$ cat src/csw_pkg.sv
// card status word: bit positions, flag indexes and state codes
package csw_pkg;

  // ----------------------------------------------------------------
  // word geometry
  // ----------------------------------------------------------------
  localparam int WORD_W  = 32;
  localparam int STATE_W = 4;
  localparam int STICKY_N = 16;
  localparam int LATE_N   = 2;

  // ----------------------------------------------------------------
  // bit positions in the status word
  // ----------------------------------------------------------------
  localparam int POS_ARG_RANGE    = 31;
  localparam int POS_MISALIGN     = 30;
  localparam int POS_BLK_LENGTH   = 29;
  localparam int POS_ERASE_ORDER  = 28;
  localparam int POS_ERASE_SELECT = 27;
  localparam int POS_PROT_WRITE   = 26;
  localparam int POS_LOCKED       = 25;
  localparam int POS_LOCK_FAIL    = 24;
  localparam int POS_CMD_CHECK    = 23;
  localparam int POS_ILLEGAL      = 22;
  localparam int POS_ECC_FAIL     = 21;
  localparam int POS_CONTROLLER   = 20;
  localparam int POS_GENERAL      = 19;
  localparam int POS_UNDERRUN     = 18;
  localparam int POS_OVERRUN      = 17;
  localparam int POS_REWRITE      = 16;
  localparam int POS_ERASE_SKIP   = 15;
  localparam int POS_ECC_OFF      = 14;
  localparam int POS_ERASE_ABORT  = 13;
  localparam int POS_STATE_LO     = 9;
  localparam int POS_BUF_EMPTY    = 8;
  localparam int POS_APP_EXPECT   = 5;

  // lowest error bit; the error summary covers from here to the top, the lock state bit 25 included
  localparam int POS_ERR_LO       = 16;

  // ----------------------------------------------------------------
  // indexes into the clear-on-read flag vector
  // ----------------------------------------------------------------
  localparam int C_ARG_RANGE    = 0;
  localparam int C_MISALIGN     = 1;
  localparam int C_BLK_LENGTH   = 2;
  localparam int C_ERASE_ORDER  = 3;
  localparam int C_ERASE_SELECT = 4;
  localparam int C_PROT_WRITE   = 5;
  localparam int C_LOCK_FAIL    = 6;
  localparam int C_ECC_FAIL     = 7;
  localparam int C_CONTROLLER   = 8;
  localparam int C_GENERAL      = 9;
  localparam int C_UNDERRUN     = 10;
  localparam int C_OVERRUN      = 11;
  localparam int C_REWRITE      = 12;
  localparam int C_ERASE_SKIP   = 13;
  localparam int C_ERASE_ABORT  = 14;
  localparam int C_APP_EXPECT   = 15;

  // word position of each clear-on-read flag, by index
  localparam int C_POS [STICKY_N] = '{
    POS_ARG_RANGE, POS_MISALIGN, POS_BLK_LENGTH, POS_ERASE_ORDER,
    POS_ERASE_SELECT, POS_PROT_WRITE, POS_LOCK_FAIL, POS_ECC_FAIL,
    POS_CONTROLLER, POS_GENERAL, POS_UNDERRUN, POS_OVERRUN,
    POS_REWRITE, POS_ERASE_SKIP, POS_ERASE_ABORT, POS_APP_EXPECT};

  // ----------------------------------------------------------------
  // indexes into the one-command-late flag vector
  // ----------------------------------------------------------------
  localparam int B_CMD_CHECK = 0;
  localparam int B_ILLEGAL   = 1;

  localparam int B_POS [LATE_N] = '{POS_CMD_CHECK, POS_ILLEGAL};

  // ----------------------------------------------------------------
  // reset values
  // ----------------------------------------------------------------
  localparam logic [WORD_W-1:0] WORD_RST = 32'h0000_0000;

  // ----------------------------------------------------------------
  // card state codes
  // ----------------------------------------------------------------
  typedef enum logic [STATE_W-1:0] {
    CSW_IDLE  = 4'b0000,
    CSW_READY = 4'b0001,
    CSW_IDENT = 4'b0010,
    CSW_STBY  = 4'b0011,
    CSW_TRAN  = 4'b0100,
    CSW_DATA  = 4'b0101,
    CSW_RCV   = 4'b0110,
    CSW_PRG   = 4'b0111,
    CSW_DIS   = 4'b1000
  } csw_state_e;

endpackage

$ cat src/csw_flag_if.sv
// carrier between the status word top and its flag keepers
`timescale 1ns/100ps
interface csw_flag_if;
  logic [csw_pkg::STICKY_N-1:0] stickySet;
  logic                         readClear;
  logic [csw_pkg::STICKY_N-1:0] stickyFlag;
  logic [csw_pkg::LATE_N-1:0]   lateSet;
  logic [csw_pkg::LATE_N-1:0]   lateSetSeen;
  logic                         cmdValid;
  logic [csw_pkg::LATE_N-1:0]   lateFlag;

  modport owner (
    output stickySet,
    output readClear,
    output lateSet,
    output lateSetSeen,
    output cmdValid,
    input  stickyFlag,
    input  lateFlag
  );

  modport sticky (
    input  stickySet,
    input  readClear,
    output stickyFlag
  );

  modport late (
    input  lateSet,
    input  lateSetSeen,
    input  cmdValid,
    output lateFlag
  );
endinterface

$ cat src/csw_sticky_bits.sv
// clear-on-read flags: set by events, cleared when the word is read
`timescale 1ns/100ps
module csw_sticky_bits (
  input wire logic clk_sys,
  input wire logic arst_n,
  csw_flag_if.sticky flags
);

  // ----------------------------------------------------------------
  // one flag per event
  // ----------------------------------------------------------------
  for (genvar i = 0; i < csw_pkg::STICKY_N; i++) begin : gFlag
    // set beats read clear
    always_ff @(posedge clk_sys or negedge arst_n) begin
      if (!arst_n) begin
        flags.stickyFlag[i] <= 1'b0;
      end else if (flags.stickySet[i]) begin
        flags.stickyFlag[i] <= 1'b1;
      end else if (flags.readClear) begin
        flags.stickyFlag[i] <= 1'b0;
      end
    end
  end

endmodule

$ cat src/csw_late_bits.sv
// flags cleared by a later valid command: the first after the fault when lateSetSeen is set, else the second
`timescale 1ns/100ps
module csw_late_bits (
  input wire logic clk_sys,
  input wire logic arst_n,
  csw_flag_if.late flags
);

  logic [csw_pkg::LATE_N-1:0] armed;

  // ----------------------------------------------------------------
  // one flag with its arming bit per fault
  // ----------------------------------------------------------------
  for (genvar i = 0; i < csw_pkg::LATE_N; i++) begin : gLate
    // clear one valid command late
    always_ff @(posedge clk_sys or negedge arst_n) begin
      if (!arst_n) begin
        flags.lateFlag[i] <= 1'b0;
        armed[i]          <= 1'b0;
      end else if (flags.lateSet[i]) begin
        flags.lateFlag[i] <= 1'b1;
        armed[i]          <= flags.lateSetSeen[i];
      end else if (flags.cmdValid && flags.lateFlag[i]) begin
        if (armed[i]) begin
          flags.lateFlag[i] <= 1'b0;
        end else begin
          armed[i] <= 1'b1;
        end
      end
    end
  end

endmodule

$ cat src/csw_top.sv
// card status word: keeps and assembles the 32-bit status of the card
//
// Operation
// keep a 32-bit status word, returned in every short response.
// previous-command bits clear once a later valid command arrives.
// condition bits mirror the card; clear-on-read bits clear after readout.
// host polls status for bits found during execution.
// bit 31 flags an argument arg_range_fault, clear on read.
// bit 30 flags a misaligned address, clear on read.
// bit 28 flags erase commands in wrong order, clear on read.
// bit 27 flags an invalid erase selection, clear on read.
// bit 26 flags a write to a protected block, clear on read.
// bit 25 shows whether the locked_flag.
// bit 24 flags lock command failure or locked access, clear on read.
// bit 23 flags a failed command check, clears one command later.
// bit 22 flags an illegal command, clears one command later.
// bit 21 flags uncorrectable data, clear on read.
// bits 20 and 19 flag controller and general faults, clear on read.
// bit 18 flags stream read underrun, clear on read.
// bit 17 flags stream write overrun, clear on read.
// bit 16 flags identity or configuration rewrite faults.
// bit 15 flags erase that skipped protected blocks, clear on read.
// bit 14 shows whether error correction was disabled.
// bit 13 flags an abandoned erase sequence, clear on read.
// bits 12 to 9 carry the current card state code.
// bit 8 follows the buffer-empty signalling.
// bit 5 flags an expected or interpreted application command.
// reserved bits read zero; bit 29 flags an unaccepted block length.
`timescale 1ns/100ps
module csw_top (
  input  wire logic                        clk_sys,
  input  wire logic                        arst_n,
  // command handling
  input  wire logic                        cmdValid,
  input  wire logic                        cmdCrcFail,
  input  wire logic                        cmdIllegal,
  input  wire logic                        statusRead,
  // fault events
  input  wire logic                        argRangeFault,
  input  wire logic                        misalignFault,
  input  wire logic                        blkLengthFault,
  input  wire logic                        eraseOrderFault,
  input  wire logic                        eraseSelectionFault,
  input  wire logic                        protectedWriteFault,
  input  wire logic                        lockSeqFault,
  input  wire logic                        lockedAccess,
  input  wire logic                        eccUncorrectable,
  input  wire logic                        controllerFault,
  input  wire logic                        generalFault,
  input  wire logic                        streamReadUnderrun,
  input  wire logic                        streamWriteOverrun,
  input  wire logic                        identRewrite,
  input  wire logic                        configMismatch,
  input  wire logic                        protectRevert,
  input  wire logic                        eraseSkip,
  input  wire logic                        eraseAbandon,
  input  wire logic                        appSpecificExpected,
  input  wire logic                        appSpecificCommand,
  // present conditions
  input  wire logic                        lockedFlag,
  input  wire logic                        eccDisabled,
  input  wire logic                        bufferEmpty,
  input  wire logic [csw_pkg::STATE_W-1:0] cardState,
  // results
  output logic      [csw_pkg::WORD_W-1:0]  statusWord,
  output logic                             anyError,
  output logic                             stateReserved
);

  // ----------------------------------------------------------------
  // internal signals
  // ----------------------------------------------------------------
  csw_flag_if flags ();

  logic                        lockedNow;
  logic                        eccOffNow;
  logic                        bufEmptyNow;
  logic [csw_pkg::STATE_W-1:0] stateNow;
  logic [csw_pkg::WORD_W-1:0]  next_statusWord;
  logic                        next_anyError;

  // true for the reserved state codes above disconnected
  function automatic logic isReserved(
    input logic [csw_pkg::STATE_W-1:0] code
  );
    isReserved = (code > csw_pkg::CSW_DIS);
  endfunction

  // ----------------------------------------------------------------
  // event routing into the clear-on-read flags
  // ----------------------------------------------------------------
  // arg_range_fault argument
  assign flags.stickySet[csw_pkg::C_ARG_RANGE]    = argRangeFault;
  // misaligned address
  assign flags.stickySet[csw_pkg::C_MISALIGN]     = misalignFault;
  // unaccepted block length
  assign flags.stickySet[csw_pkg::C_BLK_LENGTH]   = blkLengthFault;
  // erase order fault
  assign flags.stickySet[csw_pkg::C_ERASE_ORDER]  = eraseOrderFault;
  // bad erase selection
  assign flags.stickySet[csw_pkg::C_ERASE_SELECT] = eraseSelectionFault;
  // protected block write
  assign flags.stickySet[csw_pkg::C_PROT_WRITE]   = protectedWriteFault;
  // lock failure or locked access
  assign flags.stickySet[csw_pkg::C_LOCK_FAIL]    = lockSeqFault
                                                  | lockedAccess;
  // uncorrectable data
  assign flags.stickySet[csw_pkg::C_ECC_FAIL]     = eccUncorrectable;
  // controller and general faults
  assign flags.stickySet[csw_pkg::C_CONTROLLER]   = controllerFault;
  assign flags.stickySet[csw_pkg::C_GENERAL]      = generalFault;
  // stream read underrun
  assign flags.stickySet[csw_pkg::C_UNDERRUN]     = streamReadUnderrun;
  // stream write overrun
  assign flags.stickySet[csw_pkg::C_OVERRUN]      = streamWriteOverrun;
  // any of three rewrite faults
  assign flags.stickySet[csw_pkg::C_REWRITE]      = identRewrite
                                                  | configMismatch
                                                  | protectRevert;
  // erase skipped protected blocks
  assign flags.stickySet[csw_pkg::C_ERASE_SKIP]   = eraseSkip;
  // erase sequence abandoned
  assign flags.stickySet[csw_pkg::C_ERASE_ABORT]  = eraseAbandon;
  // application command expected or taken
  assign flags.stickySet[csw_pkg::C_APP_EXPECT]   = appSpecificExpected
                                                  | appSpecificCommand;

  // readout clears the sticky flags
  assign flags.readClear = statusRead;

  // ----------------------------------------------------------------
  // event routing into the one-command-late flags
  // ----------------------------------------------------------------
  // failed check, shown by the next valid command
  assign flags.lateSet[csw_pkg::B_CMD_CHECK]     = cmdCrcFail;
  assign flags.lateSetSeen[csw_pkg::B_CMD_CHECK] = 1'b0;
  // illegal command, shown in its own response
  assign flags.lateSet[csw_pkg::B_ILLEGAL]       = cmdIllegal;
  assign flags.lateSetSeen[csw_pkg::B_ILLEGAL]   = 1'b1;

  assign flags.cmdValid = cmdValid;

  // ----------------------------------------------------------------
  // flag keepers
  // ----------------------------------------------------------------
  csw_sticky_bits uSticky (
    .clk_sys (clk_sys),
    .arst_n  (arst_n),
    .flags   (flags)
  );

  csw_late_bits uLate (
    .clk_sys (clk_sys),
    .arst_n  (arst_n),
    .flags   (flags)
  );

  // ----------------------------------------------------------------
  // present-condition capture
  // ----------------------------------------------------------------
  // condition bits track the card
  always_ff @(posedge clk_sys or negedge arst_n) begin
    if (!arst_n) begin
      lockedNow   <= 1'b0;
      eccOffNow   <= 1'b0;
      bufEmptyNow <= 1'b0;
    end else begin
      lockedNow   <= lockedFlag;
      eccOffNow   <= eccDisabled;
      bufEmptyNow <= bufferEmpty;
    end
  end

  // current state code capture
  always_ff @(posedge clk_sys or negedge arst_n) begin
    if (!arst_n) begin
      stateNow <= csw_pkg::CSW_IDLE;
    end else begin
      stateNow <= cardState;
    end
  end

  // ----------------------------------------------------------------
  // word assembly
  // ----------------------------------------------------------------
  // untouched positions stay zero
  always_comb begin
    next_statusWord = csw_pkg::WORD_RST;
    for (int i = 0; i < csw_pkg::STICKY_N; i++) begin
      next_statusWord[csw_pkg::C_POS[i]] = flags.stickyFlag[i];
    end
    // previous-command bits
    for (int j = 0; j < csw_pkg::LATE_N; j++) begin
      next_statusWord[csw_pkg::B_POS[j]] = flags.lateFlag[j];
    end
    // lock state
    next_statusWord[csw_pkg::POS_LOCKED]    = lockedNow;
    // correction disabled
    next_statusWord[csw_pkg::POS_ECC_OFF]   = eccOffNow;
    // buffer empty
    next_statusWord[csw_pkg::POS_BUF_EMPTY] = bufEmptyNow;
    // state field
    next_statusWord[csw_pkg::POS_STATE_LO +: csw_pkg::STATE_W] = stateNow;
  end

  // summary of every error bit
  assign next_anyError = |next_statusWord[csw_pkg::WORD_W-1:
                                          csw_pkg::POS_ERR_LO];

  // ----------------------------------------------------------------
  // output registers
  // ----------------------------------------------------------------
  // word held for the response framer
  always_ff @(posedge clk_sys or negedge arst_n) begin
    if (!arst_n) begin
      statusWord <= csw_pkg::WORD_RST;
      anyError   <= 1'b0;
    end else begin
      statusWord <= next_statusWord;
      anyError   <= next_anyError;
    end
  end

  // reserved state code seen
  always_ff @(posedge clk_sys or negedge arst_n) begin
    if (!arst_n) begin
      stateReserved <= 1'b0;
    end else begin
      stateReserved <= isReserved(stateNow);
    end
  end

endmodule

$ cat config.mk
export PLATFORM = sky130hd
export DESIGN_NAME = csw_top
export DESIGN_NICKNAME = d
export VERILOG_FILES = /design/src/csw_pkg.sv /design/src/csw_flag_if.sv /design/src/csw_sticky_bits.sv /design/src/csw_late_bits.sv /design/src/csw_top.sv
export SDC_FILE = /design/constraint.sdc
export NUM_CORES = 1
export LEC_CHECK = 0
export BUFFER_PORTS_ARGS = -buffer_cell sky130_fd_sc_hd__buf_2
export CAP_MARGIN = 20
export CORE_MARGIN = 1
export CORE_UTILIZATION = 40
export CTS_BUF_LIST = sky130_fd_sc_hd__clkbuf_4
export CTS_CLUSTER_SIZE = 8
export DETAILED_ROUTE_END_ITERATION = 7
export PLACE_DENSITY = 0.68
export SYNTH_ARGS = -nofsm -noshare
export SYNTH_HDL_FRONTEND = slang
export SYNTH_HIERARCHICAL = 1
export SYNTH_SLANG_ARGS = --single-unit
$ cat constraint.sdc
create_clock -name clk_sys -period 1.3 [get_ports clk_sys]
set_input_delay 0.26 -clock clk_sys [delete_from_list [all_inputs] [get_ports clk_sys]]
set_output_delay 0.26 -clock clk_sys [all_outputs]
set_load 0.02 [all_outputs]
==> impl_metrics.json <==
{
  "root_buffer": "clkbuf_4",
  "final_nets": 207,
  "postPlaceCellArea_sq_mm": 0.002013,
  "final_common_cell": "buf_2",
  "synthXorXnorAreaFrac_pct": 0,
  "path_cells": "buf_2",
  "initial_utilization_pct": 41.82,
  "synthMuxAreaShare_pct": 0,
  "clkSinkCount": 54,
  "pin_count": 67,
  "cts-hold-fix-buffers": 8,
  "outcome": "completed",
  "cp_slowest_cell": "dfrtp_1",
  "period_minus_slack_ns": 1.168,
  "synth_top_area_share_pct": 80.78,
  "die_w_microns": 66.67,
  "area.growth.synth_to_final_pct": 28.35,
  "drtAntennaViolNets": 0,
  "drt_iter0_drc": 45,
  "hpwl_microns": 1958,
  "post-synth-top-area-cell": "dfrtp_1",
  "setup_viol": 0,
  "yosys.area_share.simple_pct": 3.441,
  "place_congestion": 0.6969,
  "cp_top_family": "flip-flops",
  "cp_max_fo": 1,
  "power_leakage_uw": 0.001023,
  "synth_top_family_by_area": "compound AO/OA/AOI/OAI gates",
  "placed_cells": 209,
  "synthCells": 100,
  "grt_pass1_vias": 923,
  "routedWlPerCell_microns": 11.98,
  "dr.pass1.iters": 3,
  "antenna_found_initial": 0,
  "hold_viol": 0,
  "critical_path_class": "reg2out",
  "grt_max_degree": 55,
  "cts_buffers": 5,
  "fp.dieH_microns": 66.67,
  "grt-ovfl-total": 0,
  "power_density_mw_per_mm2": 1299,
  "setup_tns_ns": 0,
  "dr_total_vias": 987,
  "cp-end-kind": "output port",
  "drive_above_1_share_pct": 44.00,
  "final_area_sq_mm": 0.002147,
  "synth_area_leaders": "dfrtp_1 (81%), a21o_1 (5.4%), buf_4 (3.1%)",
  "cts_buffer_depth": 2,
  "yosys.cell_types.count": 17,
  "cts_resized": 0,
  "yosys.area_share.adder_pct": 0,
  "core_sq_mm": 0.004000,
  "syn_area_sq_mm": 0.001673,
  "worstSetupStartpointType": "flop",
  "grtUsageTotal_pct": 13.42,
  "dieArea_sq_mm": 0.004445,
  "std_cell_rows": 23,
  "path_clk_slew_ns": 0.13,
  "worstSkewPairLatency_ns": 0.35,
  "via_per_inst": 4.387,
  "fmax_ghz": 0.8559,
  "finalCritPeriodShare_pct": 89.87,
  "ir_worst_vdd_v": 0.0006091,
  "critPathRequiredTime_ns": 1.04,
  "drc": 0,
  "fin_util_pct": 53.68,
  "tritoncts": "done",
  "ys_seq_area_share_pct": 80.78,
  "ys_ff_latch": 54,
  "final_cell_mix": "buf_2 (59), dfrtp_1 (54), a21o_1 (12), conb_1 (9), dlygate4sd3_1 (8)",
  "grt_pass1_wl_microns": 4181,
  "skew_ns": 0.001376,
  "fin_cells": 225,
  "cts_max_level": 2,
  "wirelength_microns": 2695,
  "yosys_warnings": 6,
  "slew_violations": 0,
  "cap_viol_max_count": 0,
  "post_synth.cell_area_avg_sq_um": 16.73,
  "crit_arrival_ns": 0.91,
  "portBuffers": 59,
  "synth_compound_area_share_pct": 10.85,
  "post_cts_buffers": 0,
  "antenna_cells": 0,
  "min_path_type": "in2reg",
  "grt_setup_unrepaired": "false",
  "critPathMaxStageDelay_ns": 0.40,
  "crit_buf_inv": 1
}
## final cells by class
| class | instances | area [sq um] |
|---|---|---|
| multi-input cells | 42 | 272.8 |
| clock buffers | 5 | 37.54 |
| flip-flops and latches | 54 | 1351 |
| well taps | 50 | 62.56 |
| inverters | 3 | 11.26 |
| fillers | 345 | 1853 |
| repair buffers | 68 | 395.4 |
| clock inverters | 3 | 16.27 |
## flip-flops by register name, summed over array words and instances, names as in the netlist
name / cells
anyError: 1
bufEmptyNow: 1
eccOffNow: 1
lockedNow: 1
stateNow: 4
stateReserved: 1
statusWord: 25
uLate/armed: 2
uLate/flags.lateFlag: 2
uSticky/flags.stickyFlag: 16
## per-layer routing
metal  up-vias  wire length, microns  GRT usage (%)
li1        471                     -              -
met1       467                  1079          15.10
met2        44                  1357          21.97
met3         5                   198          3.938
met4         0                    59          8.777
met5         -                     0              0
## worst paths after layout
check                                                          from                                  endpoint  slack (ns)  depth (start not counted)
min in group asynchronous                                    arst_n  uSticky/flags.stickyFlag[13]$_DFFE_PN0P_        0.41                          3
hold / removal                                   streamReadUnderrun  uSticky/flags.stickyFlag[10]$_DFFE_PN0P_        0.07                          2
hold reg to reg                                 eccOffNow$_DFF_PN0_                  statusWord[14]$_DFF_PN0_        0.37                          0
max in group asynchronous                                    arst_n  uSticky/flags.stickyFlag[12]$_DFFE_PN0P_        0.68                          3
setup reg to reg           uSticky/flags.stickyFlag[12]$_DFFE_PN0P_                        anyError$_DFF_PN0_        0.24                          2
setup / recovery                           statusWord[16]$_DFF_PN0_                            statusWord[16]        0.13                          1
## synth_stat cells
master,n
a211oi_1,1
a211oi_2,1
a21o_1,12
a21o_2,6
a21oi_1,2
buf_4,7
buf_6,1
conb_1,2
dfrtp_1,54
inv_1,2
inv_2,1
nand2_1,2
nand4_1,1
nor4_1,4
o31a_1,1
or2_2,2
or3_1,1
## stage by stage
stage          total power (uW)  setup WS, ns  hold slack, ns
6_report                   2790        0.1317         0.06906
5_1_grt                    2954       0.06852         0.03593
4_1_cts                    2840       0.09982         0.04876
3_5_place_dp               2144        0.2492          0.2722
3_3_place_gp               2131        0.2161          0.2673
2_1_floorplan              2004        0.4263        -0.03559
## where the power goes
| group | switching (uW) | internal [uW] |
|---|---|---|
| clock network | 467 | 202 |
| registers | 47.7 | 1780 |
| logic | 171 | 123 |
| total | 686 | 2100 |
## cell families after synthesis
logic type | after synthesis
compound gates | 23
flops | 54
buf+inv | 11
simple gates | 10
other cells | 2
Power figures use the tool's default switching activity.
